`src/hdl/flash_led_pkg.sv`:
```
`default_nettype none
package flash_led_pkg;
  // ----------------------------------------
  // Clock and timing
  // ----------------------------------------
  localparam int CLK_HZ = 25000000;
  localparam int CLK_PERIOD_NS = 40;
  localparam int TIMEOUT_MS = 1000;
  localparam int TIMEOUT_CYCLES = (CLK_HZ / 1000) * TIMEOUT_MS;
  localparam int SHUTDOWN_MS = 10;
  localparam int SHUTDOWN_CYCLES = (CLK_HZ / 1000) * SHUTDOWN_MS + 1;
  localparam int BIT_CYCLES_MIN = 20;
  localparam int STANDBY_BITS = 5;
  // ----------------------------------------
  // Register map
  // ----------------------------------------
  localparam logic [4:0] ADDR_FLASH_SPOT = 5'h02;
  localparam logic [4:0] ADDR_REGULATOR = 5'h03;
  localparam logic [7:0] FLASH_SPOT_RESET = 8'h10;
  localparam logic [7:0] REGULATOR_RESET = 8'h00;
  localparam int ADDR_BITS = 5;
  localparam int DATA_BITS = 8;
  localparam int FRAME_BITS = ADDR_BITS + DATA_BITS;
  // ----------------------------------------
  // Field positions
  // ----------------------------------------
  localparam int FLD_RANGE = 0;
  localparam int FLD_CODE_LO = 1;
  localparam int FLD_CODE_HI = 3;
  localparam int FLD_TIMEOUT_EN = 4;
  localparam int FLD_REG_A_LO = 0;
  localparam int FLD_REG_A_HI = 3;
  localparam int FLD_REG_B_LO = 4;
  localparam int FLD_REG_B_HI = 6;
  // ----------------------------------------
  // Sink current in mA
  // ----------------------------------------
  localparam logic [8:0] MA_STEP = 9'h032;
  localparam logic [8:0] MA_SPOT_MAX = 9'h0FA;
  localparam logic [8:0] MA_FLASH_BASE = 9'h0FA;
  localparam logic [8:0] MA_FLASH_MAX = 9'h190;
endpackage
`default_nettype wire

```
`src/hdl/flash_led_control_regs.sv`:
```
// Summary of operation
// - Control pin held low over 10 ms: disabled, registers at default
// - Sink off: sleep, pump stopped, clock runs only while a frame is received
// - Regulators may run during sleep
// - Overtemperature disables outputs, registers kept
// - Open sink while on: turn sink off
// - Flash register 0x02 layout, reset 0x10
// - Timeout enable set after reset
// - Timeout: sink off after one second on
// - Re-arm by trigger falling edge or a write of code zero
// - Low range: off, 50..200, then 250 mA
// - High range: off, 300, 350, then 400
// - Trigger pin high turns flash on
// - Write: 5 address, 8 data bits, MSB first
`default_nettype none
module flash_led_control_regs (
  // Clock and reset
  input wire logic mclk_in,
  input wire logic srst_in,
  // Pins from outside
  input wire logic single_wire_ctrl_pin_in,
  input wire logic flash_trigger_pin_in,
  input wire logic overtemp_guard_in,
  input wire logic sink_open_in,
  // Sink and regulator controls
  output logic sink_enable_out,
  output logic [8:0] sink_current_ma_out,
  output logic [3:0] regulator_a_code_out,
  output logic [2:0] regulator_b_code_out,
  output logic osc_run_out,
  output logic pump_run_out,
  output logic device_enabled_out,
  output logic timeout_hit_out
);
  // ----------------------------------------
  // Input synchronisers
  // ----------------------------------------
  logic [1:0] swire_sync;
  logic [1:0] trig_sync;
  logic [1:0] ot_sync;
  logic [1:0] open_sync;
  always_ff @(posedge mclk_in) begin
    swire_sync <= {swire_sync[0], single_wire_ctrl_pin_in};
    trig_sync <= {trig_sync[0], flash_trigger_pin_in};
    ot_sync <= {ot_sync[0], overtemp_guard_in};
    open_sync <= {open_sync[0], sink_open_in};
  end
  wire logic swire = swire_sync[1];
  wire logic trig = trig_sync[1];
  wire logic hot = ot_sync[1];
  wire logic sink_open = open_sync[1];

  function automatic logic [8:0] code_to_ma(input logic [2:0] code, input logic range_hi);
    logic [8:0] ma;
    ma = 9'h000;
    if (code == 3'h0) begin
      ma = 9'h000;
    end else if (!range_hi) begin
      if (code >= 3'h5) begin
        ma = flash_led_pkg::MA_SPOT_MAX;
      end else begin
        ma = 9'(flash_led_pkg::MA_STEP * code);
      end
    end else begin
      if (code >= 3'h3) begin
        ma = flash_led_pkg::MA_FLASH_MAX;
      end else begin
        ma = 9'(flash_led_pkg::MA_FLASH_BASE + flash_led_pkg::MA_STEP * code);
      end
    end
    return ma;
  endfunction

  // ----------------------------------------
  // Shutdown detect
  // ----------------------------------------
  // A short low is a frame bit; only a long low shuts down
  logic [19:0] low_cnt, next_low_cnt;
  logic enabled, next_enabled;
  always_comb begin
    next_low_cnt = low_cnt;
    next_enabled = enabled;
    if (swire) begin
      next_low_cnt = 20'h00000;
      next_enabled = 1'b1;
    end else if (low_cnt < 20'(flash_led_pkg::SHUTDOWN_CYCLES)) begin
      next_low_cnt = low_cnt + 20'h00001;
    end else begin
      next_enabled = 1'b0;
    end
  end
  always_ff @(posedge mclk_in) begin
    if (srst_in) begin
      low_cnt <= 20'h00000;
      enabled <= 1'b0;
    end else begin
      low_cnt <= next_low_cnt;
      enabled <= next_enabled;
    end
  end

  // ----------------------------------------
  // Serial receiver
  // ----------------------------------------
  // Bit time measured from the sample low phase; sampled mid-bit
  typedef enum {ST_IDLE, ST_WAKE, ST_MEASURE_LO, ST_MEASURE_HI, ST_START, ST_SHIFT, ST_STANDBY} rx_state_e;
  rx_state_e st, next_st;
  logic prev_line, next_prev_line;
  logic [15:0] cnt, next_cnt;
  logic [15:0] bit_len, next_bit_len;
  logic [3:0] nbits, next_nbits;
  logic [12:0] shreg, next_shreg;
  logic wr_stb, next_wr_stb;
  always_comb begin
    next_st = st;
    next_prev_line = swire;
    next_cnt = cnt + 16'h0001;
    next_bit_len = bit_len;
    next_nbits = nbits;
    next_shreg = shreg;
    next_wr_stb = 1'b0;
    case (st)
      ST_IDLE: begin
        if (prev_line && !swire) begin
          next_st = ST_WAKE;
        end
      end
      ST_WAKE: begin
        if (prev_line && !swire) begin
          next_st = ST_MEASURE_LO;
          next_cnt = 16'h0001;
        end
      end
      ST_MEASURE_LO: begin
        if (swire) begin
          next_bit_len = cnt;
          next_st = ST_MEASURE_HI;
        end
      end
      ST_MEASURE_HI: begin
        if (!swire) begin
          next_st = ST_START;
          next_cnt = 16'h0001;
        end
      end
      ST_START: begin
        if (cnt >= bit_len + (bit_len >> 1)) begin
          next_st = ST_SHIFT;
          next_cnt = 16'h0000;
          next_nbits = 4'h0;
          next_shreg = {shreg[11:0], swire};
          next_nbits = 4'h1;
        end
      end
      ST_SHIFT: begin
        if (cnt >= bit_len - 16'h0001) begin
          next_cnt = 16'h0000;
          if (nbits == 4'(flash_led_pkg::FRAME_BITS)) begin
            next_st = ST_STANDBY;
            next_wr_stb = 1'b1;
          end else begin
            next_shreg = {shreg[11:0], swire};
            next_nbits = nbits + 4'h1;
          end
        end
      end
      default: begin
        // A following frame may start at once; its first fall is the wake edge
        if (prev_line && !swire) begin
          next_st = ST_WAKE;
        end else if (cnt >= 16'(flash_led_pkg::STANDBY_BITS) * bit_len) begin
          next_st = ST_IDLE;
        end
      end
    endcase
    if (!enabled) begin
      next_st = ST_IDLE;
    end
  end
  always_ff @(posedge mclk_in) begin
    if (srst_in) begin
      st <= ST_IDLE;
      prev_line <= 1'b0;
      cnt <= 16'h0000;
      bit_len <= 16'h0000;
      nbits <= 4'h0;
      shreg <= 13'h0000;
      wr_stb <= 1'b0;
    end else begin
      st <= next_st;
      prev_line <= next_prev_line;
      cnt <= next_cnt;
      bit_len <= next_bit_len;
      nbits <= next_nbits;
      shreg <= next_shreg;
      wr_stb <= next_wr_stb;
    end
  end

  // ----------------------------------------
  // Registers and sink control
  // ----------------------------------------
  logic [7:0] flash_spot, next_flash_spot;
  logic [7:0] regulator, next_regulator;
  logic tripped, next_tripped;
  logic trig_prev, next_trig_prev;
  logic [24:0] on_cnt, next_on_cnt;
  logic [2:0] sink_code;
  logic sink_req;
  assign sink_code = flash_spot[flash_led_pkg::FLD_CODE_HI:flash_led_pkg::FLD_CODE_LO];
  // Trigger pin requests the flash even with code zero at lowest nonzero step
  assign sink_req = (sink_code != 3'h0) || trig;
  always_comb begin
    next_flash_spot = flash_spot;
    next_regulator = regulator;
    next_tripped = tripped;
    next_on_cnt = on_cnt;
    next_trig_prev = trig;
    if (wr_stb) begin
      if (shreg[12:8] == flash_led_pkg::ADDR_FLASH_SPOT) begin
        next_flash_spot = {3'h0, shreg[4:0]};
        if (shreg[3:1] == 3'h0) begin
          next_tripped = 1'b0;
        end
      end else if (shreg[12:8] == flash_led_pkg::ADDR_REGULATOR) begin
        next_regulator = {1'b0, shreg[6:0]};
      end
    end
    // Only the falling edge re-arms; a pin that stays low must not undo a trip
    if (trig_prev && !trig) begin
      next_tripped = 1'b0;
    end
    if (sink_req && !tripped && flash_spot[flash_led_pkg::FLD_TIMEOUT_EN] && !hot) begin
      if (on_cnt >= 25'(flash_led_pkg::TIMEOUT_CYCLES - 1)) begin
        next_tripped = 1'b1;
      end else begin
        next_on_cnt = on_cnt + 25'h0000001;
      end
    end else begin
      next_on_cnt = 25'h0000000;
    end
    if (sink_req && sink_open) begin
      next_tripped = 1'b1;
    end
    if (!enabled) begin
      next_flash_spot = flash_led_pkg::FLASH_SPOT_RESET;
      next_regulator = flash_led_pkg::REGULATOR_RESET;
      next_tripped = 1'b0;
      next_on_cnt = 25'h0000000;
    end
  end
  always_ff @(posedge mclk_in) begin
    if (srst_in) begin
      flash_spot <= flash_led_pkg::FLASH_SPOT_RESET;
      regulator <= flash_led_pkg::REGULATOR_RESET;
      tripped <= 1'b0;
      on_cnt <= 25'h0000000;
      trig_prev <= 1'b0;
    end else begin
      flash_spot <= next_flash_spot;
      regulator <= next_regulator;
      tripped <= next_tripped;
      trig_prev <= next_trig_prev;
      on_cnt <= next_on_cnt;
    end
  end

  // ----------------------------------------
  // Outputs
  // ----------------------------------------
  logic sink_on;
  logic [2:0] eff_code;
  assign sink_on = enabled && sink_req && !tripped && !hot;
  assign eff_code = (sink_code == 3'h0) ? 3'h1 : sink_code;
  always_ff @(posedge mclk_in) begin
    if (srst_in) begin
      sink_enable_out <= 1'b0;
      sink_current_ma_out <= 9'h000;
      regulator_a_code_out <= 4'h0;
      regulator_b_code_out <= 3'h0;
      osc_run_out <= 1'b0;
      pump_run_out <= 1'b0;
      device_enabled_out <= 1'b0;
      timeout_hit_out <= 1'b0;
    end else begin
      sink_enable_out <= sink_on;
      sink_current_ma_out <= sink_on ? code_to_ma(eff_code, flash_spot[flash_led_pkg::FLD_RANGE]) : 9'h000;
      // Regulators follow their codes in sleep too, but drop on overheating
      regulator_a_code_out <= (enabled && !hot) ?
        regulator[flash_led_pkg::FLD_REG_A_HI:flash_led_pkg::FLD_REG_A_LO] : 4'h0;
      regulator_b_code_out <= (enabled && !hot) ?
        regulator[flash_led_pkg::FLD_REG_B_HI:flash_led_pkg::FLD_REG_B_LO] : 3'h0;
      // Oscillator also runs while a frame is being received
      osc_run_out <= sink_on || (st != rx_state_e'(ST_IDLE) && st != rx_state_e'(ST_WAKE));
      pump_run_out <= sink_on;
      device_enabled_out <= enabled;
      timeout_hit_out <= tripped;
    end
  end
endmodule // flash_led_control_regs
`default_nettype wire

```
`config.mk`:
```
export PLATFORM = sky130hd
export DESIGN_NAME = flash_led_control_regs
export DESIGN_NICKNAME = d
export VERILOG_FILES = /design/src/hdl/flash_led_pkg.sv /design/src/hdl/flash_led_control_regs.sv
export SDC_FILE = /design/constraint.sdc
export NUM_CORES = 1
export LEC_CHECK = 0
export ABC_AREA = 1
export BUFFER_PORTS_ARGS = -buffer_cell sky130_fd_sc_hd__buf_2
export CORE_MARGIN = 2
export CORE_UTILIZATION = 45
export CTS_CLUSTER_DIAMETER = 60
export CTS_CLUSTER_SIZE = 10
export DETAILED_ROUTE_END_ITERATION = 7
export PLACE_DENSITY = 0.74
export SKIP_LAST_GASP = 1
export SYNTH_ARGS = -nofsm -noshare
export SYNTH_HDL_FRONTEND = slang
export SYNTH_SLANG_ARGS = --single-unit
```
`constraint.sdc`:
```
create_clock -name mclk_in -period 3.6 [get_ports mclk_in]
set_input_delay 0.72 -clock mclk_in [delete_from_list [all_inputs] [get_ports mclk_in]]
set_output_delay 0.72 -clock mclk_in [all_outputs]
set_load 0.02 [all_outputs]
```
# --- Word-level counts from Yosys, hierarchy flattened ---
# Cells that the tools add are included.
op_classes:
  n_eq_ne: 18
  reduce_logical: 36
  n_mul: 2
  bitwise: 7
  n_mux: 37
  magnitude_cmp: 7
  addsub: 7
ops:
  columns: ["cell", "n"]
  rows:
  - ["32-bit 2-to-1 mux", 9]
  - ["32-bit one-hot mux with 6 select lines", 1]
  - ["32-bit by 2-bit == test with 1-bit output, second input constant", 2]
  - ["32-bit by 3-bit == test with 1-bit output, second input constant", 2]
  - ["16-bit 2-to-1 mux", 4]
  - ["16-bit one-hot mux with 4 select lines", 1]
  - ["16-bit greater-or-equal comparator", 3]
  - ["13-bit 2-to-1 mux", 3]
  - ["32-bit by 1-bit == test with 1-bit output, second input constant", 1]
  - ["32-bit logical NOT", 1]
  - ["32-bit by 2-bit inequality test with 1-bit output, second input constant", 1]
  - ["32-bit nonzero test", 1]
  - ["9-bit 2-to-1 mux", 3]
  - ["13-bit one-hot mux with 2 select lines", 1]
  - ["25-bit by 1-bit adder with 25-bit output, second input constant", 1]
  - ["25-bit greater-or-equal comparator, second input constant", 1]
  - ["20-bit by 1-bit adder with 20-bit output, second input constant", 1]
  - ["20-bit by 18-bit less-than comparator with 1-bit output, second input constant", 1]
  - ["2-bit inequality test, second input constant", 9]
  - ["16-bit by 1-bit adder with 16-bit output, second input constant", 1]
  - ["16-bit by 15-bit adder with 16-bit output", 1]
  - ["3-bit by 16-bit multiplier with 16-bit output, first input constant", 1]
  - ["16-bit by 1-bit subtractor with 16-bit output, second input constant", 1]
  - ["4-bit 2-to-1 mux", 3]
  - ["24 further kinds", 61]
totals:
  inputBits: 6
  register_bits: 171
  word_cells: 139

# --- Depth between registers and ports, before layout ---
# Gate-level depths: netlist of run 1.
logic_depth:
  word_depth: 8
  depth_mapped: 24

# --- Worst setup path after synthesis of run 1 ---
# No wires, ideal clock.
synth_timing:
  path_kind: "register -> register"
  startpoint: "reg bit_len[2]"
  endpoint: "reg cnt[11]"
  setup_ns: 0.117
  path_buffers: 1
  required_time_ns: 3.483
  arrival_time_ns: 3.223
  slack_ns: 0.260
  stages_incl_launch_ff: 21
  path_cell_list: "dfxtp_1 > inv_1 > ha_1 > a21oi_1 > o21ai_0 > a21oi_1 > o21ai_0 > a21oi_1 > xor2_1 > ha_1 > nand2_1 > o21bai_1 > a21oi_1 > nor2_1 > nand3_1 > nand2_1 > nor2_1 > o21ai_1 > nand2_1 > buf_2 > nor2_1"
synth_between:
  elab_chain_cells: 4
synth_rtl:
  columns: ["element", "line", "rtl"]
  rows:
  - ["start: declaration", "flash_led_control_regs.sv:110", "logic [15:0] bit_len, next_bit_len;"]
  - ["start signal: assignment", "flash_led_control_regs.sv:193", "bit_len <= next_bit_len;"]
  - ["16-bit by 1-bit subtractor with 16-bit output / 16-bit by 15-bit adder with 16-bit output (equally long branches)", "flash_led_control_regs.sv:156, flash_led_control_regs.sv:147", null]
  - ["16-bit greater-or-equal comparator, on equally long branches", "flash_led_control_regs.sv:156, flash_led_control_regs.sv:147", null]
  - ["16-bit 2-to-1 mux, on equally long branches", "flash_led_control_regs.sv:156, flash_led_control_regs.sv:147", null]
  - ["16-bit one-hot mux with 4 select lines *", "flash_led_control_regs.sv:122", "case (st)"]
  - ["end signal: assignment", "flash_led_control_regs.sv:192", "cnt <= next_cnt;"]
  - ["end: declaration", "flash_led_control_regs.sv:109", "logic [15:0] cnt, next_cnt;"]
# Mark *: on every way between the ends. The rest lies on a longest branch, timed or not.
# A chain may end at the register's enable or synchronous reset.

# --- Worst setup path in the final report of run 1 ---
layout_timing:
  startpoint: "reg bit_len[0]"
  endpoint: "reg cnt[3]"
# The elaborated chain is that of the path after synthesis.

==> key figures, run 1 <==
Worst hold path
  – Worst hold path type: reg2reg

Clocking
  – CTS sink cnt: between 100 and 150
  – Max clock buf depth: 2
  – CTS root buffer: clkbuf_16
  – CTS Buf Count: 17
  – CTS Hold Bufs: 0
  – CTS tree: yes
  – H-Tree Depth: 4
  – Clock latency on the worst-skew pair: roughly 0.43 ns
  – Clock input transition at the sequential cells of the worst setup and hold paths: about 0.06 ns

Global routing
  – Global Route Usage Sum: between 10% and 20%
  – First-pass GRT wire length: 35600 µm
  – GRT Residual Overflow: 0
  – Largest net degree at the start of global routing: 29
  – Initial antenna violation count: 0
  – Number of global-route vias before repair: just under 8000

Die
  – Die area: 22200 µm²
  – Num rows: 53
  – CORE AREA: about 21000 µm²
  – Io pins: 27
  – Die Ht: approximately 150 µm
  – Initial core utilization: 45.4%
  – Die width: 149 µm

Timing
  – F_max: between 200 and 300 MHz
  – Hold WS: roughly 0.33 ns
  – Fin crit period: 3.40 ns
  – Final setup fails: 0
  – Tcrit/Tclk final: 94.3%
  – Worst slew pin tran: 0.869 ns
  – Final setup TNS: 0 ns
  – RSZ-0062 raised after global routing: true
  – Final Hold Viols: 0
  – Fin. max-slew vios: 0
  – Slew HR: between 40 and 50%
  – Clk_skew: slightly above 0.01 ns

Yosys
  – Net Count, Synth: ~1400
  – Post-synthesis cell count: roughly 1300
  – Most frequent cell after synthesis: nand2_1
  – Post-synth ARST share: 0%
  – Synth area leader: dfxtp_1
  – Top cells by count, synth: nand2_1 (271), inv_1 (143), dfxtp_1 (141)
  – Warnings, synthesis: 0
  – Top-area cell type share of the netlist area: between 20 and 30%
  – Synthesized flop and latch total: roughly 140
  – Post-synthesis sequential area ratio: between 20% and 30%
  – Number of flops mapped to enable cells by yosys: 0
  – Syn avg cell area: about 7.3 µm²
  – Ys flop type: dfxtp_1
  – Synthesized area: 9450 µm²
  – Ranking of synthesized cells by area: dfxtp_1 (30%), ha_1 (16%), nand2_1 (11%), a21oi_1 (6.6%), inv_1 (5.7%)
  – Unique cell type count in the Yosys netlist: 48

Route
  – DRT iter0 DRCs: roughly 470
  – Via count: roughly 8400
  – Final WL: about 21000 µm
  – Routed Antenna Nets: 0
  – Drc violations: 0
  – DR pass1 iterations: 5
  – Via density: about 5.2
  – WL/cell: approximately 13 µm

Worst setup path
  – Crit-path max cell delay: 0.41 ns
  – Max Fanout on Critical Path: 15
  – CP max stage cell: fa_1
  – Critical Path RT: around 4 ns
  – Crit Path Class: reg2reg
  – Top cell by count, worst path: nand3_1
  – Setup crit end kind: register
  – Startpoint types: register
  – Cell breakdown of the critical path: ha_1, fa_1, a21oi_1, o21ai_1, buf_4, nand3_1, nand3_1, a31oi_1, xor2_1, ha_1, nand2_1, inv_1, nand3_1, a21oi_1, nor2_1, nand3_1, nand2_2, nor2_1, o21ai_1, nand2_1, buf_12, nor2_1
  – Critical Path AT: approximately 3.8 ns

Placed design
  – DP HPWL: roughly 16000 µm
  – GPL Wtd Cong: slightly above 0.9
  – IO buf count: 25
  – Area post-placement: between 9000 and 10000 µm²
  – Inst Count DP: 1584

Cells and area
  – Post-layout nets: 1455
  – Multi-input gate area: 5920 µm²
  – Fillers: between 2000 and 2500
  – Ant. Diodes: 0
  – Finished Layout Cells: approximately 1600
  – Final Cell Area: 10500 µm²
  – Layout cells sized above 1: 9.02%
  – Area growth, synth to finish: 11.3%
  – FF/Latch Area: about 2800 µm²

Power and ir drop
  – Max VDD drop: 0.333 mV
  – Power per standard cell area: between 300 and 400 nW/µm²
  – Pleak: 4.49 nW

Run status
  – Status: complete, no violations

Job
  – Max cap viols: 0
[sequential cells by signal (all words and copies together) (netlist names), 2 cells and up]
signal                flops
regulator                 7
bit_len                  16
swire_sync                2
ot_sync                   2
trig_sync                 2
low_cnt                  20
regulator_b_code_out      3
nbits                     4
open_sync                 2
shreg                    13
st                        3
sink_current_ma_out       8
regulator_a_code_out      4
cnt                      16
flash_spot                5
on_cnt                   25
[placed cells by master (no fill, tap or decap), drive strengths merged]
cell type / count
a221oi: 1
a21oi: 127
o31ai: 2
or2: 4
buf: 44
a22oi: 2
conb: 1
a211oi: 5
nor4: 12
nand3: 78
o31a: 1
a21o: 1
nand4: 23
and3: 2
nand2: 272
xnor2: 33
dfxtp: 141
clkbuf: 19
clkinv: 6
nor3: 29
o21bai: 6
fa: 2
o21ai: 59
clkinvlp: 2
o211ai: 1
xor2: 60
ha: 118
o21a: 3
a31oi: 6
o22ai: 1
nor3b: 3
nor2: 119
inv: 158
bufinv: 1
[path summary, 6_finish.rpt]
path                            slack [ns]  depth (start not counted)      endpoint    startpoint
worst max-delay path                  0.20                         22        cnt[3]    bit_len[0]
worst min-delay path                  0.33                          0  trig_sync[1]  trig_sync[0]
worst max register to register        0.20                         22        cnt[3]    bit_len[0]
worst min register to register        0.33                          0  trig_sync[1]  trig_sync[0]
[per-stage QoR]
step	setup WS [ns]	util [%]	power, mW
floorplan	0.260	-	1.88
global placement	0.161	47.5	1.96
detailed placement	0.119	47.5	1.98
CTS	0.0630	50.3	3.67
global route	-0.0164	50.5	3.80
finish	0.204	50.5	3.66
[kinds of logic after synthesis]
kind of cell / share of synthesized area [%]
AO/OA/AOI/OAI: 12.3
other: 0.0397
flip-flops: 29.9
AND/OR/NAND/NOR: 25.2
buffers and inverters: 7.99
XOR/XNOR: 8.62
adder cells (fa/ha/maj): 16.0
[power breakdown]
group	internal, mW	leakage [nW]	switching (mW)
clock	0.984	0.278	0.715
sequential	1.58	1.14	0.0230
combinational	0.127	3.07	0.225
[final cells by class]
cell class	instances	area share, %
Clock inverter	13	1.24
Sequential cell	141	26.8
Tap cell	275	3.27
Timing Repair Buffer	44	2.70
Clock buffer	19	4.21
Inverter	154	5.52
Multi-Input combinational cell	971	56.2
[critical path: cells and delay by family, from the launching register on]
kind	cells	cell delay [ns]
buffers and inverters	3	0.38
AND/OR/NAND/NOR	10	0.94
adder cells (fa/ha/maj)	3	0.88
AO/OA/AOI/OAI	5	0.63
flip-flops	1	0.31
XOR/XNOR	1	0.18
[repair_timing]
item / in CTS / in global routing
buffers inserted: 0 / 1
setup endpoints to repair: 0 / 35
gates resized for setup: 0 / 20
[per-layer routing]
| metal | global-route usage (%) | part of all wire, % |
|---|---|---|
| met2 | 32.2 | 46 |
| met4 | 5.24 | 1.4 |
| met3 | 3.67 | 3.7 |
| met5 | 0 | 0 |
| met1 | 25.5 | 49 |
(Power assumes the default switching activity.)
==> run 2: changes to the inputs <==
Settings changed: CORE_MARGIN 2 to 3, PLACE_DENSITY 0.74 to 0.72.
Clock period 3.6 ns to 3.7 ns, I/O delays scaled along.
==> run 2 against run 1 <==
  * Register-to-register slack about the same
  * Clock skew about the same
  * Count of clock-buffer cells in the layout decreased by 1
  * Critical endpoint is now st[2]
==> key figures, run 2 (synthesis gave the netlist of run 1 again) <==
Die
  – Die Ht: approximately 150 µm
  – CORE AREA: around 20000 µm²
  – Io pins: 27
  – Die area: around 23000 µm²
  – Num rows: between 50 and 60
  – Initial core utilization: between 40 and 50%
  – Die width: 151 µm

Timing
  – RSZ-0062 raised after global routing: false
  – Slew HR: about 44%
  – Tcrit/Tclk final: 94.8%
  – Final Hold Viols: 0
  – Final setup TNS: 0 ns
  – Final setup fails: 0
  – Fin. max-slew vios: 0
  – Fin crit period: 3.51 ns
  – Worst slew pin tran: ~0.84 ns
  – Clk_skew: 0.0107 ns
  – F_max: approximately 290 MHz

Worst setup path
  – Crit Reg-Reg Endpoint: st[2]
  – Crit-path max cell delay: roughly 0.40 ns
  – Crit Path Class: reg2reg
  – Critical Path AT: approximately 3.8 ns
  – CP Buf/Inv Count: 4
  – Startpoint types: register
  – R2r setup slk: about 0.19 ns
  – R2R cell count: 21
  – Cell breakdown of the critical path: buf_4, ha_1, ha_1, inv_1, fa_1, o21ai_0, buf_4, nand2_1, nand2_1, nand2_1, nand2_1, a31oi_1, xor2_1, ha_1, and3_1, nor3_1, nand2_2, inv_1, nor2_2, nor2_1, nor2_1
  – CP top delay family: adder cells
  – Reg2reg start: bit_len[3]
  – Setup crit end kind: register
  – Max Fanout on Critical Path: 5
  – Critical Path RT: a little over 4 ns
  – Top cell by count, worst path: nand2_1
  – CP max stage cell: fa_1

Power and ir drop
  – Pleak: approximately 4.5 nW
  – Sequential share of power: a little over two fifths
  – Power Internal: 2.63 mW
  – Max VDD drop: approximately 0.37 mV
  – Combinational share of power: under 10%
  – Clk network pwr share: 47.4%
  – Power per standard cell area: 343 nW/µm²
  – Sw Share: a little over a quarter
  – Sw power: between 0.9 and 1 mW

Clocking
  – Clock input transition at the sequential cells of the worst setup and hold paths: roughly 0.06 ns
  – Max clock buf depth: 2
  – Clock latency on the worst-skew pair: roughly 0.43 ns
  – CTS root buffer: clkbuf_16
  – CTS Hold Bufs: 0
  – CTS tree: yes
  – CTS sink cnt: ~140
  – CTS Buf Count: 17
  – H-Tree Depth: 4
  – # Post-CTS Setup Buffers: 0

Global routing
  – First-pass GRT wire length: 35600 µm
  – Global Route Usage Sum: a little under a fifth
  – Number of global-route vias before repair: around 7700
  – Initial antenna violation count: 0
  – GRT Residual Overflow: 0
  – Largest net degree at the start of global routing: 29

Route
  – Routed Antenna Nets: 0
  – WL/cell: around 13 µm
  – DR pass1 iterations: 5
  – Via count: roughly 8400
  – Via density: ~5.2
  – Drc violations: 0
  – Final WL: between 20000 and 25000 µm
  – DRT iter0 DRCs: between 500 and 600

Cells and area
  – Ant. Diodes: 0
  – Most common cell after layout, fill and taps aside: nand2_1
  – Largest registers: on_cnt x25, low_cnt x20
  – Multi-input gate area: 5910 µm²
  – Finished Layout Cells: about 1600
  – Post-layout nets: around 1400
  – Top reg by flops: on_cnt
  – Area growth, synth to finish: 10.6%
  – FF/Latch Area: 2830 µm²
  – Fillers: 1978
  – Layout cells sized above 1: between 8 and 9%
  – Max FFs per register: 25
  – Most frequent cells in the layout: nand2_1 (269), inv_1 (143), dfxtp_1 (135)

Run status
  – Status: complete, no violations

Worst hold path
  – Worst hold path type: reg2reg
  – Beginning of the worst hold path: trig_sync[0]
  – Cells on Worst Hold Path: 0
  – Hold worst-path end: trig_sync[1]

Placed design
  – DP HPWL: roughly 16000 µm
  – IO buf count: 25
  – Inst Count DP: approximately 1600
  – GPL Wtd Cong: around 0.92

Job
  – Max cap viols: 0
## run 2: changes by cell type in the layout (fill, tap and decap cells not counted), moves of 2 or more
cell / previous run / this run
dfxtp_1: 139 / 135
nor3_2: 5 / 3
inv_8: 2 / 5
buf_4: 17 / 11
nor3_1: 24 / 26
dfxtp_2: 2 / 6
## run 2: through the flow
| stage | util (%) | hold slack (ns) | instance area, µm² | total power [mW] | setup WS [ns] |
|---|---|---|---|---|---|
| after floorplan | - | 0.310 | 9450 | 1.83 | 0.360 |
| after detailed placement | 48.1 | 0.313 | 9820 | 1.92 | 0.0942 |
| final | 51.2 | 0.328 | 10500 | 3.59 | 0.192 |
| after global placement | 48.1 | 0.314 | 9820 | 1.90 | 0.200 |
| after CTS | 51.0 | 0.328 | 10400 | 3.62 | 0.0820 |
| after global routing | 51.2 | 0.334 | 10500 | 3.74 | 0.00664 |
## run 2: per-layer routing
| metal | wire, µm | GRT usage (%) | vias to the layer above |
|---|---|---|---|
| met4 | 339 | 5.98 | 0 |
| li1 | - | - | 4314 |
| met1 | 10400 | 26.5 | 3847 |
| met2 | 9300 | 29.4 | 182 |
| met5 | 0 | 0 | - |
| met3 | 902 | 3.95 | 29 |
## run 2: what timing repair did
item | in CTS | in global routing
setup endpoints to repair | 0 | 36
endpoints found under the hold margin | 0 | 0
resized for setup | 0 | 20
## run 2: power groups by stage
stage | logic [mW] | clock network (mW) | registers [mW]
6_report | 0.326 | 1.70 | 1.56
5_1_grt | 0.375 | 1.80 | 1.57
4_1_cts | 0.320 | 1.74 | 1.56
3_5_place_dp | 0.318 | 0 | 1.60
3_3_place_gp | 0.306 | 0 | 1.60
2_1_floorplan | 0.239 | 0 | 1.59
## run 2: worst max path at each step
stage / to / from / slack, ns / depth (start not counted)
2_1_floorplan: cnt[11] / bit_len[2] / 0.36 / 20
3_3_place_gp: shreg[2] / bit_len[3] / 0.20 / 19
3_5_place_dp: shreg[0] / bit_len[3] / 0.09 / 19
4_1_cts: shreg[1] / bit_len[3] / 0.08 / 19
5_1_grt: st[2] / bit_len[3] / 0.007 / 23
6_report: st[2] / bit_len[3] / 0.19 / 21
## run 2: final cells by class
class / instances / area share (%)
clock buffer: 18 / 4.20
multi-input combinational: 971 / 56.5
inverter: 154 / 5.58
tap: 270 / 3.23
timing repair buffer: 36 / 1.99
sequential: 141 / 27.1
clock inverter: 14 / 1.44
